<file path="src/clock_select_pkg.sv">
// Constants for the system clock selection block.
// Assumes an 8-bit register port with a 16-bit address.
package clock_select_pkg;
  // Register byte addresses
  localparam logic [15:0] PCC_ADDR   = 16'hFFFB;
  localparam logic [15:0] OSCILLATION_MODE_REG_ADDR  = 16'hFFF2;
  localparam logic [15:0] PSEL_ADDR  = 16'hFF42;
  localparam logic [15:0] PREA_ADDR  = 16'hFF70;
  localparam logic [15:0] PREB_ADDR  = 16'hFF71;
  // Reset values
  localparam logic [7:0]  PCC_RESET  = 8'h04;
  localparam logic [7:0]  OSCILLATION_MODE_REG_RESET = 8'h00;
  localparam logic [7:0]  PSEL_RESET = 8'h00;
  // Processor clock control field positions
  localparam int PCC_MCC_BIT = 7;
  localparam int PCC_FRC_BIT = 6;
  localparam int PCC_CLS_BIT = 5;
  localparam int PCC_CSS_BIT = 4;
  localparam int PCC_DIV_LSB = 0;
  // Peripheral clock select field positions
  localparam int PSEL_WD_LSB  = 0;
  localparam int PSEL_WT_BIT  = 4;
  localparam int PSEL_BZ_LSB  = 5;
  // Divider figures
  localparam logic [2:0] CPU_DIV_MAX  = 3'h4;
  localparam logic [3:0] WD_BASE_EXP  = 4'h3;
  localparam logic [3:0] WD_TOP_EXP   = 4'hB;
  localparam logic [3:0] WT_EXP       = 4'h7;
  localparam logic [3:0] BZ_BASE_EXP  = 4'h9;
  localparam int         CHAIN_W      = 12;
  localparam int         CPU_CNT_W    = 5;
  // Pre-divider phase counts
  localparam logic [3:0] PH_MOD3      = 4'h3;
  localparam logic [3:0] PH_MOD9      = 4'h9;
  localparam logic [3:0] PH_SECOND9   = 4'h4;
endpackage : clock_select_pkg

</file>
<file path="src/tick_counter.sv">
// Free-running tick counter used as a binary prescaler chain.
// Assumes inc_i and clr_i come from logic on the same clock.
`timescale 1ns/1ps
module tick_counter #(
  parameter int W = 8
) (
  // Clock and reset
  input  wire logic         mclk_i,
  input  wire logic         reset_n_i,
  input  wire logic         ce_i,
  // Control
  input  wire logic         inc_i,
  input  wire logic         clr_i,
  output logic      [W-1:0] count_o
);
  typedef struct packed {
    logic [W-1:0] cnt;
  } cnt_state_s;

  cnt_state_s r, nxt;

  // Clear wins so a switched divider starts from a clean phase
  always_comb begin
    nxt = r;
    if (clr_i) begin
      nxt.cnt = '0;
    end else if (inc_i) begin
      nxt.cnt = r.cnt + 1'b1;
    end
  end

  // State register, frozen while the clock enable is low
  always_ff @(posedge mclk_i or negedge reset_n_i) begin
    if (!reset_n_i) begin
      r <= '0;
    end else if (ce_i) begin
      r <= nxt;
    end
  end

  assign count_o = r.cnt;
endmodule : tick_counter

</file>
<file path="src/system_clock_select.sv">
// System clock generation and selection: main clock, CPU prescaler,
// watchdog, watch timer and buzzer clock selects, as clock-enable ticks and a buzzer square-wave level.
// Assumes oscillator pins are asynchronous and far slower than mclk_i.
//
// How it works
// RQ1: Oscillation mode write stretches fxx up to 2/fx
// RQ2: Bypass change affects peripheral and CPU clocks
// RQ3: Software writes oscillation mode once after reset
// RQ4: No-halving variant forbids clearing bypass bit
// RQ5: Instruction tick every two CPU clocks
// RQ6: CPU clock fx/1..32 or subsystem clock
// RQ7: Pre-dividers give fx, 2fx/3, fx/3, 2fx/9
// RQ8: Subsystem CPU clock is subsystem frequency halved
// RQ9: Reset loads 04H and 00H
// RQ10: Software writes 00H/01H for fastest clock
// RQ11: Subsystem CPU clock enters low current mode
// RQ12: fxx is fx with bypass, fx/2 without
// RQ13: Watchdog clock fxx/2^3..2^9, code 7 2^11
// RQ14: Watch clock fxx/2^7 or subsystem clock
// RQ15: Buzzer off, fxx/2^9..2^11, 111 prohibited
// RQ16: Software stops timer before changing peripheral select
// RQ17: Control register bit layout as documented
// RQ18: Clock status bit shows source, ignores writes
// RQ19: Clock switches only at a safe boundary
// RQ20: Prohibited codes keep the previous selection
//
// The strobed register port was decided locally.
`timescale 1ns/1ps
module system_clock_select
  import clock_select_pkg::*;
#(
  parameter bit HAS_DIV2   = 1'b1,
  parameter bit HAS_SUBSYS = 1'b1,
  parameter bit HAS_PREDIV = 1'b1
) (
  // Clock, reset, enable
  input  wire logic        mclk_i,
  input  wire logic        reset_n_i,
  input  wire logic        ce_i,
  // Oscillator pins
  input  wire logic        main_osc_pin_i,
  input  wire logic        sub_osc_pin_i,
  // Register port
  input  wire logic [15:0] addr_i,
  input  wire logic [7:0]  wdata_i,
  input  wire logic        wr_i,
  input  wire logic        rd_i,
  output logic      [7:0]  rdata_o,
  // Clock ticks and levels
  output logic             fxx_tick_o,
  output logic             cpu_tick_o,
  output logic             instr_tick_o,
  output logic             wdog_tick_o,
  output logic             watch_tick_o,
  output logic             buzzer_o,
  // Oscillator controls and status
  output logic             main_osc_stop_o,
  output logic             feedback_resistor_select_o,
  output logic             low_power_o
);
  import clock_select_pkg::*;

  typedef struct packed {
    logic       fx_s1, fx_s2, fx_s3;
    logic       xt_s1, xt_s2, xt_s3;
    logic       main_osc_stop;
    logic       feedback_resistor_select;
    logic       css;
    logic [2:0] cpu_divider_field;
    logic       main_divider_bypass;
    logic       predivider_bit_a;
    logic       predivider_bit_b;
    logic [7:0] psel;
    logic [3:0] pre_ph;
    logic       half;
    logic       stretch;
    logic       xt_half;
    logic       css_act;
    logic [2:0] div_act;
    logic       cpu_clock_status;
    logic       instr_ph;
    logic       fxx_tick;
    logic       cpu_tick;
    logic       instr_tick;
    logic       wdog_tick;
    logic       watch_tick;
    logic       buzzer;
    logic [7:0] rdata;
  } state_s;

  state_s r, nxt;
  logic [CHAIN_W-1:0]   chain_cnt;
  logic [CPU_CNT_W-1:0] cpu_cnt;
  logic                 cpu_src_tick;
  logic                 cpu_now;

  // True when the low k bits of c are all ones
  function automatic logic low_ones(input logic [CHAIN_W-1:0] c, input logic [3:0] k);
    logic ok;
    ok = 1'b1;
    for (int i = 0; i < CHAIN_W; i++) begin
      if ((4'(i) < k) && !c[i]) begin
        ok = 1'b0;
      end
    end
    return ok;
  endfunction : low_ones

  // Shared fxx prescaler for the watchdog, watch timer and buzzer taps; the CPU has its own prescaler
  tick_counter #(.W(CHAIN_W)) u_chain (
    .mclk_i    (mclk_i),
    .reset_n_i (reset_n_i),
    .ce_i      (ce_i),
    .inc_i     (r.fxx_tick),
    .clr_i     (1'b0),
    .count_o   (chain_cnt)
  );

  // CPU prescaler, restarted at every CPU tick, which is also where a new selection takes over
  tick_counter #(.W(CPU_CNT_W)) u_cpu (
    .mclk_i    (mclk_i),
    .reset_n_i (reset_n_i),
    .ce_i      (ce_i),
    .inc_i     (cpu_src_tick),
    .clr_i     (cpu_now),
    .count_o   (cpu_cnt)
  );

  // Source tick and CPU tick decision, shared with the state update
  always_comb begin
    cpu_src_tick = r.css_act ? (r.xt_s2 && !r.xt_s3 && r.xt_half) : r.fxx_tick; // [RQ8]
    cpu_now      = cpu_src_tick &&
                   low_ones(CHAIN_W'(cpu_cnt), r.css_act ? 4'h0 : {1'b0, r.div_act}); // [RQ6]
  end

  // Next-state logic for the whole block
  always_comb begin
    logic       fx_edge;
    logic       xt_edge;
    logic       pre_hit;
    logic       raw;
    logic [3:0] ph_mod;
    logic [3:0] wd_exp;
    logic [3:0] bz_exp;
    logic       legal;
    fx_edge = 1'b0;
    xt_edge = 1'b0;
    pre_hit = 1'b0;
    raw     = 1'b0;
    ph_mod  = 4'h1;
    wd_exp  = 4'h0;
    bz_exp  = 4'h0;
    legal   = 1'b0;
    nxt     = r;

    // Pin synchronisers; only the second and third stages feed logic
    nxt.fx_s1 = main_osc_pin_i;
    nxt.fx_s2 = r.fx_s1;
    nxt.fx_s3 = r.fx_s2;
    nxt.xt_s1 = sub_osc_pin_i;
    nxt.xt_s2 = r.xt_s1;
    nxt.xt_s3 = r.xt_s2;
    fx_edge   = r.fx_s2 && !r.fx_s3 && !r.main_osc_stop;
    xt_edge   = r.xt_s2 && !r.xt_s3;

    // Fractional pre-divider pattern on fx edges
    case ({r.predivider_bit_b, r.predivider_bit_a} & {2{HAS_PREDIV}})
      2'b01:   begin ph_mod = PH_MOD3; pre_hit = (r.pre_ph != 4'h2); end // [RQ7]
      2'b10:   begin ph_mod = PH_MOD3; pre_hit = (r.pre_ph == 4'h0); end // [RQ7]
      2'b11:   begin ph_mod = PH_MOD9; pre_hit = (r.pre_ph == 4'h0) || (r.pre_ph == PH_SECOND9); end // [RQ7]
      default: begin ph_mod = 4'h1; pre_hit = 1'b1; end
    endcase
    if (fx_edge) begin
      nxt.pre_ph = (r.pre_ph + 4'h1 >= ph_mod) ? 4'h0 : r.pre_ph + 4'h1;
    end

    // Halving stage, bypassed when the bypass bit is set
    raw = fx_edge && pre_hit;
    if (raw && !r.main_divider_bypass) begin
      nxt.half = !r.half;
    end
    nxt.fxx_tick = raw && (r.main_divider_bypass || r.half) && !r.stretch; // [RQ12] [RQ2]
    // A pending mode write blocks any fxx tick on the next fx edge only, so at most one tick is swallowed
    if (fx_edge) begin
      nxt.stretch = 1'b0; // [RQ1]
    end

    // Subsystem clock halved for the CPU
    if (xt_edge) begin
      nxt.xt_half = !r.xt_half;
    end

    // New CPU source and divider take over only at a CPU tick
    nxt.cpu_tick = cpu_now;
    if (cpu_now) begin
      nxt.css_act          = r.css; // [RQ19]
      nxt.div_act          = r.cpu_divider_field; // [RQ19]
      nxt.cpu_clock_status = r.css; // [RQ18] [RQ11]
      nxt.instr_ph         = !r.instr_ph;
    end
    nxt.instr_tick = cpu_now && r.instr_ph; // [RQ5]

    // Watchdog count clock tap
    wd_exp = (r.psel[2:0] == 3'h7) ? WD_TOP_EXP : WD_BASE_EXP + {1'b0, r.psel[2:0]};
    nxt.wdog_tick = r.fxx_tick && low_ones(chain_cnt, wd_exp); // [RQ13]

    // Watch timer clock: chain tap or raw subsystem clock
    nxt.watch_tick = r.psel[PSEL_WT_BIT] ? xt_edge : (r.fxx_tick && low_ones(chain_cnt, WT_EXP)); // [RQ14]

    // Buzzer square wave from the chain bit one below the divide figure
    bz_exp     = BZ_BASE_EXP + {2'h0, r.psel[6:5]};
    nxt.buzzer = r.psel[7] && chain_cnt[bz_exp - 4'h1]; // [RQ15]

    // Register writes
    if (wr_i) begin
      case (addr_i)
        PCC_ADDR: begin
          nxt.main_osc_stop            = wdata_i[PCC_MCC_BIT];
          nxt.feedback_resistor_select = wdata_i[PCC_FRC_BIT];
          legal = wdata_i[PCC_CSS_BIT] ? (HAS_SUBSYS && wdata_i[2:0] == 3'h0)
                                       : (wdata_i[2:0] <= CPU_DIV_MAX); // [RQ8] [RQ6]
          if (legal) begin
            nxt.css               = wdata_i[PCC_CSS_BIT];
            nxt.cpu_divider_field = wdata_i[PCC_DIV_LSB +: 3]; // [RQ20]
          end
        end
        OSCILLATION_MODE_REG_ADDR: begin
          nxt.stretch = 1'b1; // [RQ1]
          if (HAS_DIV2 || wdata_i[0]) begin
            nxt.main_divider_bypass = wdata_i[0]; // [RQ4]
          end
        end
        PSEL_ADDR: begin
          nxt.psel[2:0]         = wdata_i[PSEL_WD_LSB +: 3];
          nxt.psel[PSEL_WT_BIT] = wdata_i[PSEL_WT_BIT];
          if (wdata_i[7:5] != 3'h7) begin
            nxt.psel[7:5] = wdata_i[PSEL_BZ_LSB +: 3]; // [RQ20] [RQ15]
          end
        end
        PREA_ADDR: nxt.predivider_bit_a = wdata_i[0] && HAS_PREDIV;
        PREB_ADDR: nxt.predivider_bit_b = wdata_i[0] && HAS_PREDIV;
        default:   nxt.stretch = r.stretch && !fx_edge;
      endcase
    end

    // Read data stand one cycle after the strobe and only then
    nxt.rdata = 8'h00;
    if (rd_i) begin
      case (addr_i)
        PCC_ADDR:  nxt.rdata = {r.main_osc_stop, r.feedback_resistor_select, r.cpu_clock_status,
                                r.css, 1'b0, r.cpu_divider_field}; // [RQ17]
        PSEL_ADDR: nxt.rdata = r.psel;
        PREA_ADDR: nxt.rdata = {7'h00, r.predivider_bit_a};
        PREB_ADDR: nxt.rdata = {7'h00, r.predivider_bit_b};
        default:   nxt.rdata = 8'h00; // Write-only mode register and unmapped
      endcase
    end
  end

  // State register; reset picks the slowest main-clock CPU setting
  always_ff @(posedge mclk_i or negedge reset_n_i) begin
    if (!reset_n_i) begin
      r                          <= '0;
      r.main_osc_stop            <= PCC_RESET[PCC_MCC_BIT];
      r.feedback_resistor_select <= PCC_RESET[PCC_FRC_BIT];
      r.css                      <= PCC_RESET[PCC_CSS_BIT];
      r.cpu_divider_field        <= PCC_RESET[2:0]; // [RQ9]
      r.div_act                  <= PCC_RESET[2:0];
      r.main_divider_bypass      <= OSCILLATION_MODE_REG_RESET[0]; // [RQ9] [RQ4]
      r.psel                     <= PSEL_RESET;
    end else if (ce_i) begin
      r <= nxt;
    end
  end

  // Outputs straight from the state register
  assign rdata_o                    = r.rdata;
  assign fxx_tick_o                 = r.fxx_tick;
  assign cpu_tick_o                 = r.cpu_tick;
  assign instr_tick_o               = r.instr_tick;
  assign wdog_tick_o                = r.wdog_tick;
  assign watch_tick_o               = r.watch_tick;
  assign buzzer_o                   = r.buzzer;
  assign main_osc_stop_o            = r.main_osc_stop;
  assign feedback_resistor_select_o = r.feedback_resistor_select;
  assign low_power_o                = r.cpu_clock_status;

  // Checks
  property p_stretch;
    @(posedge mclk_i) disable iff (!reset_n_i)
    (ce_i && r.stretch && r.fx_s2 && !r.fx_s3) |=> !r.fxx_tick;
  endproperty
  a_stretch: assert property (p_stretch) else $error("fxx tick not suppressed after mode write"); // [RQ1]

  property p_bypass_full;
    @(posedge mclk_i) disable iff (!reset_n_i)
    (ce_i && r.main_divider_bypass && !r.predivider_bit_a && !r.predivider_bit_b && !r.stretch
     && !r.main_osc_stop && r.fx_s2 && !r.fx_s3) |=> r.fxx_tick;
  endproperty
  a_bypass_full: assert property (p_bypass_full) else $error("fxx does not follow fx with bypass"); // [RQ12]

  property p_legal_div;
    @(posedge mclk_i) disable iff (!reset_n_i)
    r.css ? (r.cpu_divider_field == 3'h0) : (r.cpu_divider_field <= CPU_DIV_MAX);
  endproperty
  a_legal_div: assert property (p_legal_div) else $error("prohibited CPU divider accepted"); // [RQ20]

  property p_safe_switch;
    @(posedge mclk_i) disable iff (!reset_n_i)
    ($changed(r.div_act) || $changed(r.css_act)) |-> r.cpu_tick;
  endproperty
  a_safe_switch: assert property (p_safe_switch) else $error("CPU divider switched between ticks"); // [RQ19]

  property p_status_write;
    @(posedge mclk_i) disable iff (!reset_n_i)
    (ce_i && wr_i && addr_i == PCC_ADDR && !cpu_now) |=> $stable(r.cpu_clock_status);
  endproperty
  a_status_write: assert property (p_status_write) else $error("status bit moved on a write"); // [RQ18]

  property p_instr;
    @(posedge mclk_i) disable iff (!reset_n_i)
    instr_tick_o |-> cpu_tick_o;
  endproperty
  a_instr: assert property (p_instr) else $error("instruction tick without CPU tick"); // [RQ5]

  property p_buzz_off;
    @(posedge mclk_i) disable iff (!reset_n_i)
    (ce_i && !r.psel[7]) |=> !buzzer_o;
  endproperty
  a_buzz_off: assert property (p_buzz_off) else $error("buzzer active while disabled"); // [RQ15]

  property p_watch_sub;
    @(posedge mclk_i) disable iff (!reset_n_i)
    (ce_i && r.psel[PSEL_WT_BIT] && r.xt_s2 && !r.xt_s3) |=> watch_tick_o;
  endproperty
  a_watch_sub: assert property (p_watch_sub) else $error("watch tick missed subsystem edge"); // [RQ14]

  property p_wdog_base;
    @(posedge mclk_i) disable iff (!reset_n_i)
    wdog_tick_o |-> $past(r.fxx_tick);
  endproperty
  a_wdog_base: assert property (p_wdog_base) else $error("watchdog tick without fxx tick"); // [RQ13]

  c_sub_switch: cover property (@(posedge mclk_i) disable iff (!reset_n_i) $rose(low_power_o));
  c_buzz:       cover property (@(posedge mclk_i) disable iff (!reset_n_i) $rose(buzzer_o));
  c_fast:       cover property (@(posedge mclk_i) disable iff (!reset_n_i)
                                r.div_act == 3'h0 && r.main_divider_bypass && cpu_tick_o);
endmodule : system_clock_select

</file>
<file path="config.mk">
export PLATFORM = sky130hd
export DESIGN_NAME = system_clock_select
export DESIGN_NICKNAME = d
export VERILOG_FILES = /design/src/clock_select_pkg.sv /design/src/tick_counter.sv /design/src/system_clock_select.sv
export SDC_FILE = /design/constraint.sdc
export NUM_CORES = 1
export LEC_CHECK = 0
export BUFFER_PORTS_ARGS = -buffer_cell sky130_fd_sc_hd__buf_2
export CORE_MARGIN = 1.5
export CORE_UTILIZATION = 60
export CTS_BUF_LIST = sky130_fd_sc_hd__clkbuf_4 sky130_fd_sc_hd__clkbuf_8
export DETAILED_ROUTE_END_ITERATION = 8
export GPL_ROUTABILITY_DRIVEN = 1
export PLACE_DENSITY = 0.92
export SLEW_MARGIN = 10
export SYNTH_ARGS = -nofsm -noshare
export SYNTH_HDL_FRONTEND = slang
export SYNTH_SLANG_ARGS = --single-unit
export TNS_END_PERCENT = 30
</file>
<file path="constraint.sdc">
create_clock -name mclk_i -period 5.3 [get_ports mclk_i]
set_clock_uncertainty 0.15 [all_clocks]
set_input_delay 1.06 -clock mclk_i [delete_from_list [all_inputs] [get_ports mclk_i]]
set_output_delay 1.06 -clock mclk_i [all_outputs]
set_load 0.01 [all_outputs]
</file>
-- Yosys cells after proc, flatten, opt, wreduce, memory -nomap -nowiden
Cells that the tools add are included.
- bits of input ports: 31
- bits in registers: 65
- output and inout bits: 17
- $lt $le $gt $ge: 27
- add/subtract/negate cells: 6
- muxes and demuxes: 48
- reduce and logical (&&, ||, !) cells: 77
- equal/unequal tests: 12
- operator list (operator ; number):
    equality test 16 bit (second input constant) ; 5
    2-to-1 mux 1 bit ; 37
    one-hot mux 8 bit (4 select lines) ; 1
    logical AND 1 bit ; 31
    logical NOT 1 bit ; 26
    less-than comparator 3 x 4 -> 1 bit (first input constant) ; 4
    less-than comparator 4 x 3 -> 1 bit (first input constant) ; 4
    less-than comparator 4 bit (first input constant) ; 4
    AND reduction 3 bit ; 5
    adder 12 x 1 -> 12 bit (second input constant) ; 1
    less-than comparator 3 bit (first input constant) ; 4
    AND reduction 2 bit ; 6
    2-to-1 mux 5 bit ; 2
    less-than comparator 1 x 4 -> 1 bit (first input constant) ; 2
    less-than comparator 2 x 4 -> 1 bit (first input constant) ; 2
    2-to-1 mux 4 bit ; 2
    2-to-1 mux 8 bit ; 1
    one-hot mux 4 bit (2 select lines) ; 1
    AND reduction 4 bit ; 2
    less-than comparator 1 x 3 -> 1 bit (first input constant) ; 2
    less-than comparator 2 x 3 -> 1 bit (first input constant) ; 2
    adder 5 x 1 -> 5 bit (second input constant) ; 1
    less-than comparator 4 x 5 -> 1 bit (second input constant) ; 1
    adder 2 x 3 -> 4 bit (first input constant) ; 1
    21 further kinds ; 23

-- Longest topological paths before layout
- depth after elaboration: 18
- gate-level depth with buffers: 8

-- Hierarchy
A second synthesis with hierarchy kept.
- cell total of the unflattened synthesis: 353
- area total of the unflattened synthesis: 3611.0 µm²
- by module, submodules not included (module ; cells each ; times used ; area each (µm²) ; sequential area each (µm²)):
    system_clock_select ; 262 ; 1 ; 2670.1 ; 1178.6
    tick_counter (u_chain) ; 67 ; 1 ; 665.6 ; 300.3
    tick_counter (u_cpu) ; 24 ; 1 ; 275.3 ; 125.1

-- Least setup slack after synthesis
OpenSTA, ideal clock, no wires.
- kind: input -> register
- from: input addr_i[0]
- to: register r[28] (netlist name)
- cell stages on the path: 5
- required time: 5.025 ns
- arrival time: 2.336 ns
- buffers on the path: 1
- slack: 2.689 ns
- cells stage by stage: or4b_4 nor2b_2 and3_1 buf_4 mux2_2
- word-level cells in the longest chain between the ends: 2
- RTL lines (element ; line ; RTL):
    start, declared ; system_clock_select.sv:44 ; input wire logic [15:0] addr_i,
    equality test 16 bit ; system_clock_select.sv:216 ; case (addr_i)
    AND reduction 3 bit (no source line) ; - ;
    end signal, assigned ; system_clock_select.sv:272 ; r <= nxt;
    end, declared ; system_clock_select.sv:91 ; state_s r, nxt;
No other way between the ends.
A chain may end at the register's enable or synchronous reset.

-- Worst setup path in the final report
- from: input ce_i
- to: register r[25] (netlist name)
- word-level cells in the longest chain between the ends: 1
- RTL lines (element ; line ; RTL):
    start, declared ; system_clock_select.sv:39 ; input wire logic ce_i,
    AND reduction 2 bit (no source line) ; - ;
No other way between the ends.

==> results.ini <==
[floorplan]
start_util_pct=62.09
die_width_um=78.26
io_pins=48
die-area_um2=6124
dieHeight_um=78.26
core-area_um2=5473
row_count=27

[global_routing]
grt_pass1_vias=2512
antenna_found_initial=0
grt_overflow=0
grt_max_degree=65
grt_usage_pct=26.17
grt_pass1_wl_mm=12.14

[yosys]
synth_largest_area_cell=dfrtp_1
synth_flop_cell=dfrtp_1
yosys.area.top_type_share_pct=45.66
yosys-top-cells-area=dfrtp_1 (46%), mux2_2 (6.3%), ha_1 (4.8%)
async_flop_share_pct=100.0
synth-edff-count=0
synth.most_common_cell=dfrtp_1
netlist_area_um2=3398
ys_types=59
syn_inst=327
syn_nets=371
yosysWarnings=0
synth-seq-area-share_pct=47.20
ys_seq_elements=64
syn_avg_cell_area_um2=10.39
synthTopCellsByCount=dfrtp_1 (62), nand2_1 (31), nor2_1 (21)

[outcome]
status=finished clean

[setup_path]
crit_path_end_kind=flop
arrival_ps=2750
path_class=in -> reg
r2r_slack_ps=3280
startpoint_type=primary input
worstPathMaxFanout=17
required_ps=5420

[detailed_routing]
wl_per_cell_um=16.31
vias=2677
wirelength_mm=7.227
ant_nets=0
drt_iter0_drc=253
drc=0
dr.pass1.iters=5
via_per_inst=6.043

[placement]
dp_cells=427
portBuffers=45
hpwlAfterDp_mm=5.089
gp_congestion=0.8476
place_area_um2=3613

[clock_network]
cts_resized=0
cts_made_buffers=9
cts_sinks=64
h-tree-depth=3
cts_buffer_depth=2
holdBufCountCts=0
post_cts_buffers=0
clk_pin_slew_ps=70
tritoncts=built
clk_latency_ps=340
root_buffer=clkbuf_8

[timing]
finalHoldViolations=0
rsz0062_at_grt=false
drv_slew=0
finalCritPeriodShare_pct=49.69
max_slew_margin_pct=46.77
period_minus_slack_ps=2634
worst_slew_pin_slew_ps=798.5
fin_tns_setup_ps=0
fmax_mhz=379.7
setup_viol=0

[min_path]
hp-class=reg -> reg

[layout]
nets=410
drive_gt1_share_pct=25.07
final_cell_area_um2=3835
stdcell_count=443
area_delta_synth_final_pct=12.85
antenna_cells=0

[power]
finalPower_w=0.001251
p_leak_nw=1.805
p_per_area_nw_per_um2=326.2
vdd_ir_drop_max_v=0.0001798

[job]
cap_viol_max_count=0

-- state kept, by name (all words and copies together), names as in the netlist, 4 cells and up --
signal and count:
r 27, u_chain.count_o 12, rdata_o 7, u_cpu.count_o 5, nxt 4
-- critical path, cell delays in order --
cell       delay [ps]
buf_2             320
inv_2             240
or4b_1            630
or2_2             360
o2bb2ai_1         140
-- cell type report --
class                           count  area [um^2]
Clock buffer                       14        186.4
Fill cell                         402         1638
Sequential cell                    64         1604
Inverter                           16        60.06
Multi-Input combinational cell    229         1627
Timing Repair Buffer               46        232.7
Clock inverter                      2        35.03
Tap cell                           72        90.09
-- layout by cell type (no fill, tap or decap), types with 2 or more instances in the layout --
cell type,netlist,final
a21o_1,6,6
a22o_1,6,6
a31oi_1,2,2
xor2_1,6,6
and2_1,3,3
a221o_1,2,2
and3_1,5,5
nand4_1,6,6
dfrtp_1,62,62
o21ai_0,16,16
o21a_1,3,3
a21oi_1,9,9
and4b_1,2,2
nor2_1,21,21
buf_2,2,45
dfstp_2,2,2
xnor2_1,12,12
clkbuf_8,0,13
o2bb2ai_1,8,8
nand2b_1,2,2
nand4b_1,2,2
a22oi_1,6,6
nor2b_1,4,4
inv_1,15,15
nor3_1,6,6
nand2_1,31,31
mux2_2,19,19
ha_1,13,13
nand3_1,11,11
o21ai_1,2,2
-- power by group --
group          leakage [nW]  total, W  internal (W)  switching [W]
Clock                 0.116  0.000457      0.000273       0.000183
Sequential            0.846  0.000615      0.000548      0.0000676
Combinational         0.843  0.000179     0.0000869      0.0000920
-- per-layer routing --
layer / share of wire, % / vias to the layer above / GRT usage (%)
met5: 0 / - / 0
met2: 47 / 112 / 40.96
li1: - / 1238 / -
met3: 7.1 / 18 / 7.791
met4: 2.9 / 0 / 10.36
met1: 43 / 1309 / 34.31
-- metrics by stage --
| stage | hold WS (ps) | setup slack (ps) | utilization, % |
|---|---|---|---|
| after floorplan | 292.5 | 2689 | - |
| after global placement | 305.5 | 2352 | 66.03 |
| after detailed placement | 313.9 | 2315 | 66.03 |
| after CTS | 336.9 | 2671 | 70.07 |
| after global routing | 355.0 | 2492 | 70.07 |
| final | 337.1 | 2666 | 70.07 |
-- worst paths after layout --
kind	cells after the start	start	to
max reg2reg	7	r[23]	r[25]
min reg2reg	1	rdata_o[1]	rdata_o[1]
max	5	ce_i	r[25]
max in group asynchronous	2	reset_n_i	nxt[47]
min in group asynchronous	2	reset_n_i	u_chain.count_o[4]
min	1	rdata_o[1]	rdata_o[1]
-- cells by family (layout without fill, tap and decap cells) --
logic type / after synthesis / count (layout) / synth area share [%]
AO/OA/AOI/OAI: 69 / 69 / 14.10
XOR/XNOR: 18 / 18 / 4.639
adder cells (fa/ha/maj): 13 / 13 / 4.787
buffers and inverters: 34 / 78 / 4.933
flip-flops: 64 / 64 / 47.20
multiplexers: 22 / 22 / 7.695
other: 1 / 1 / 0.1104
AND/OR/NAND/NOR: 106 / 106 / 16.53
(Power assumes the default switching activity.)
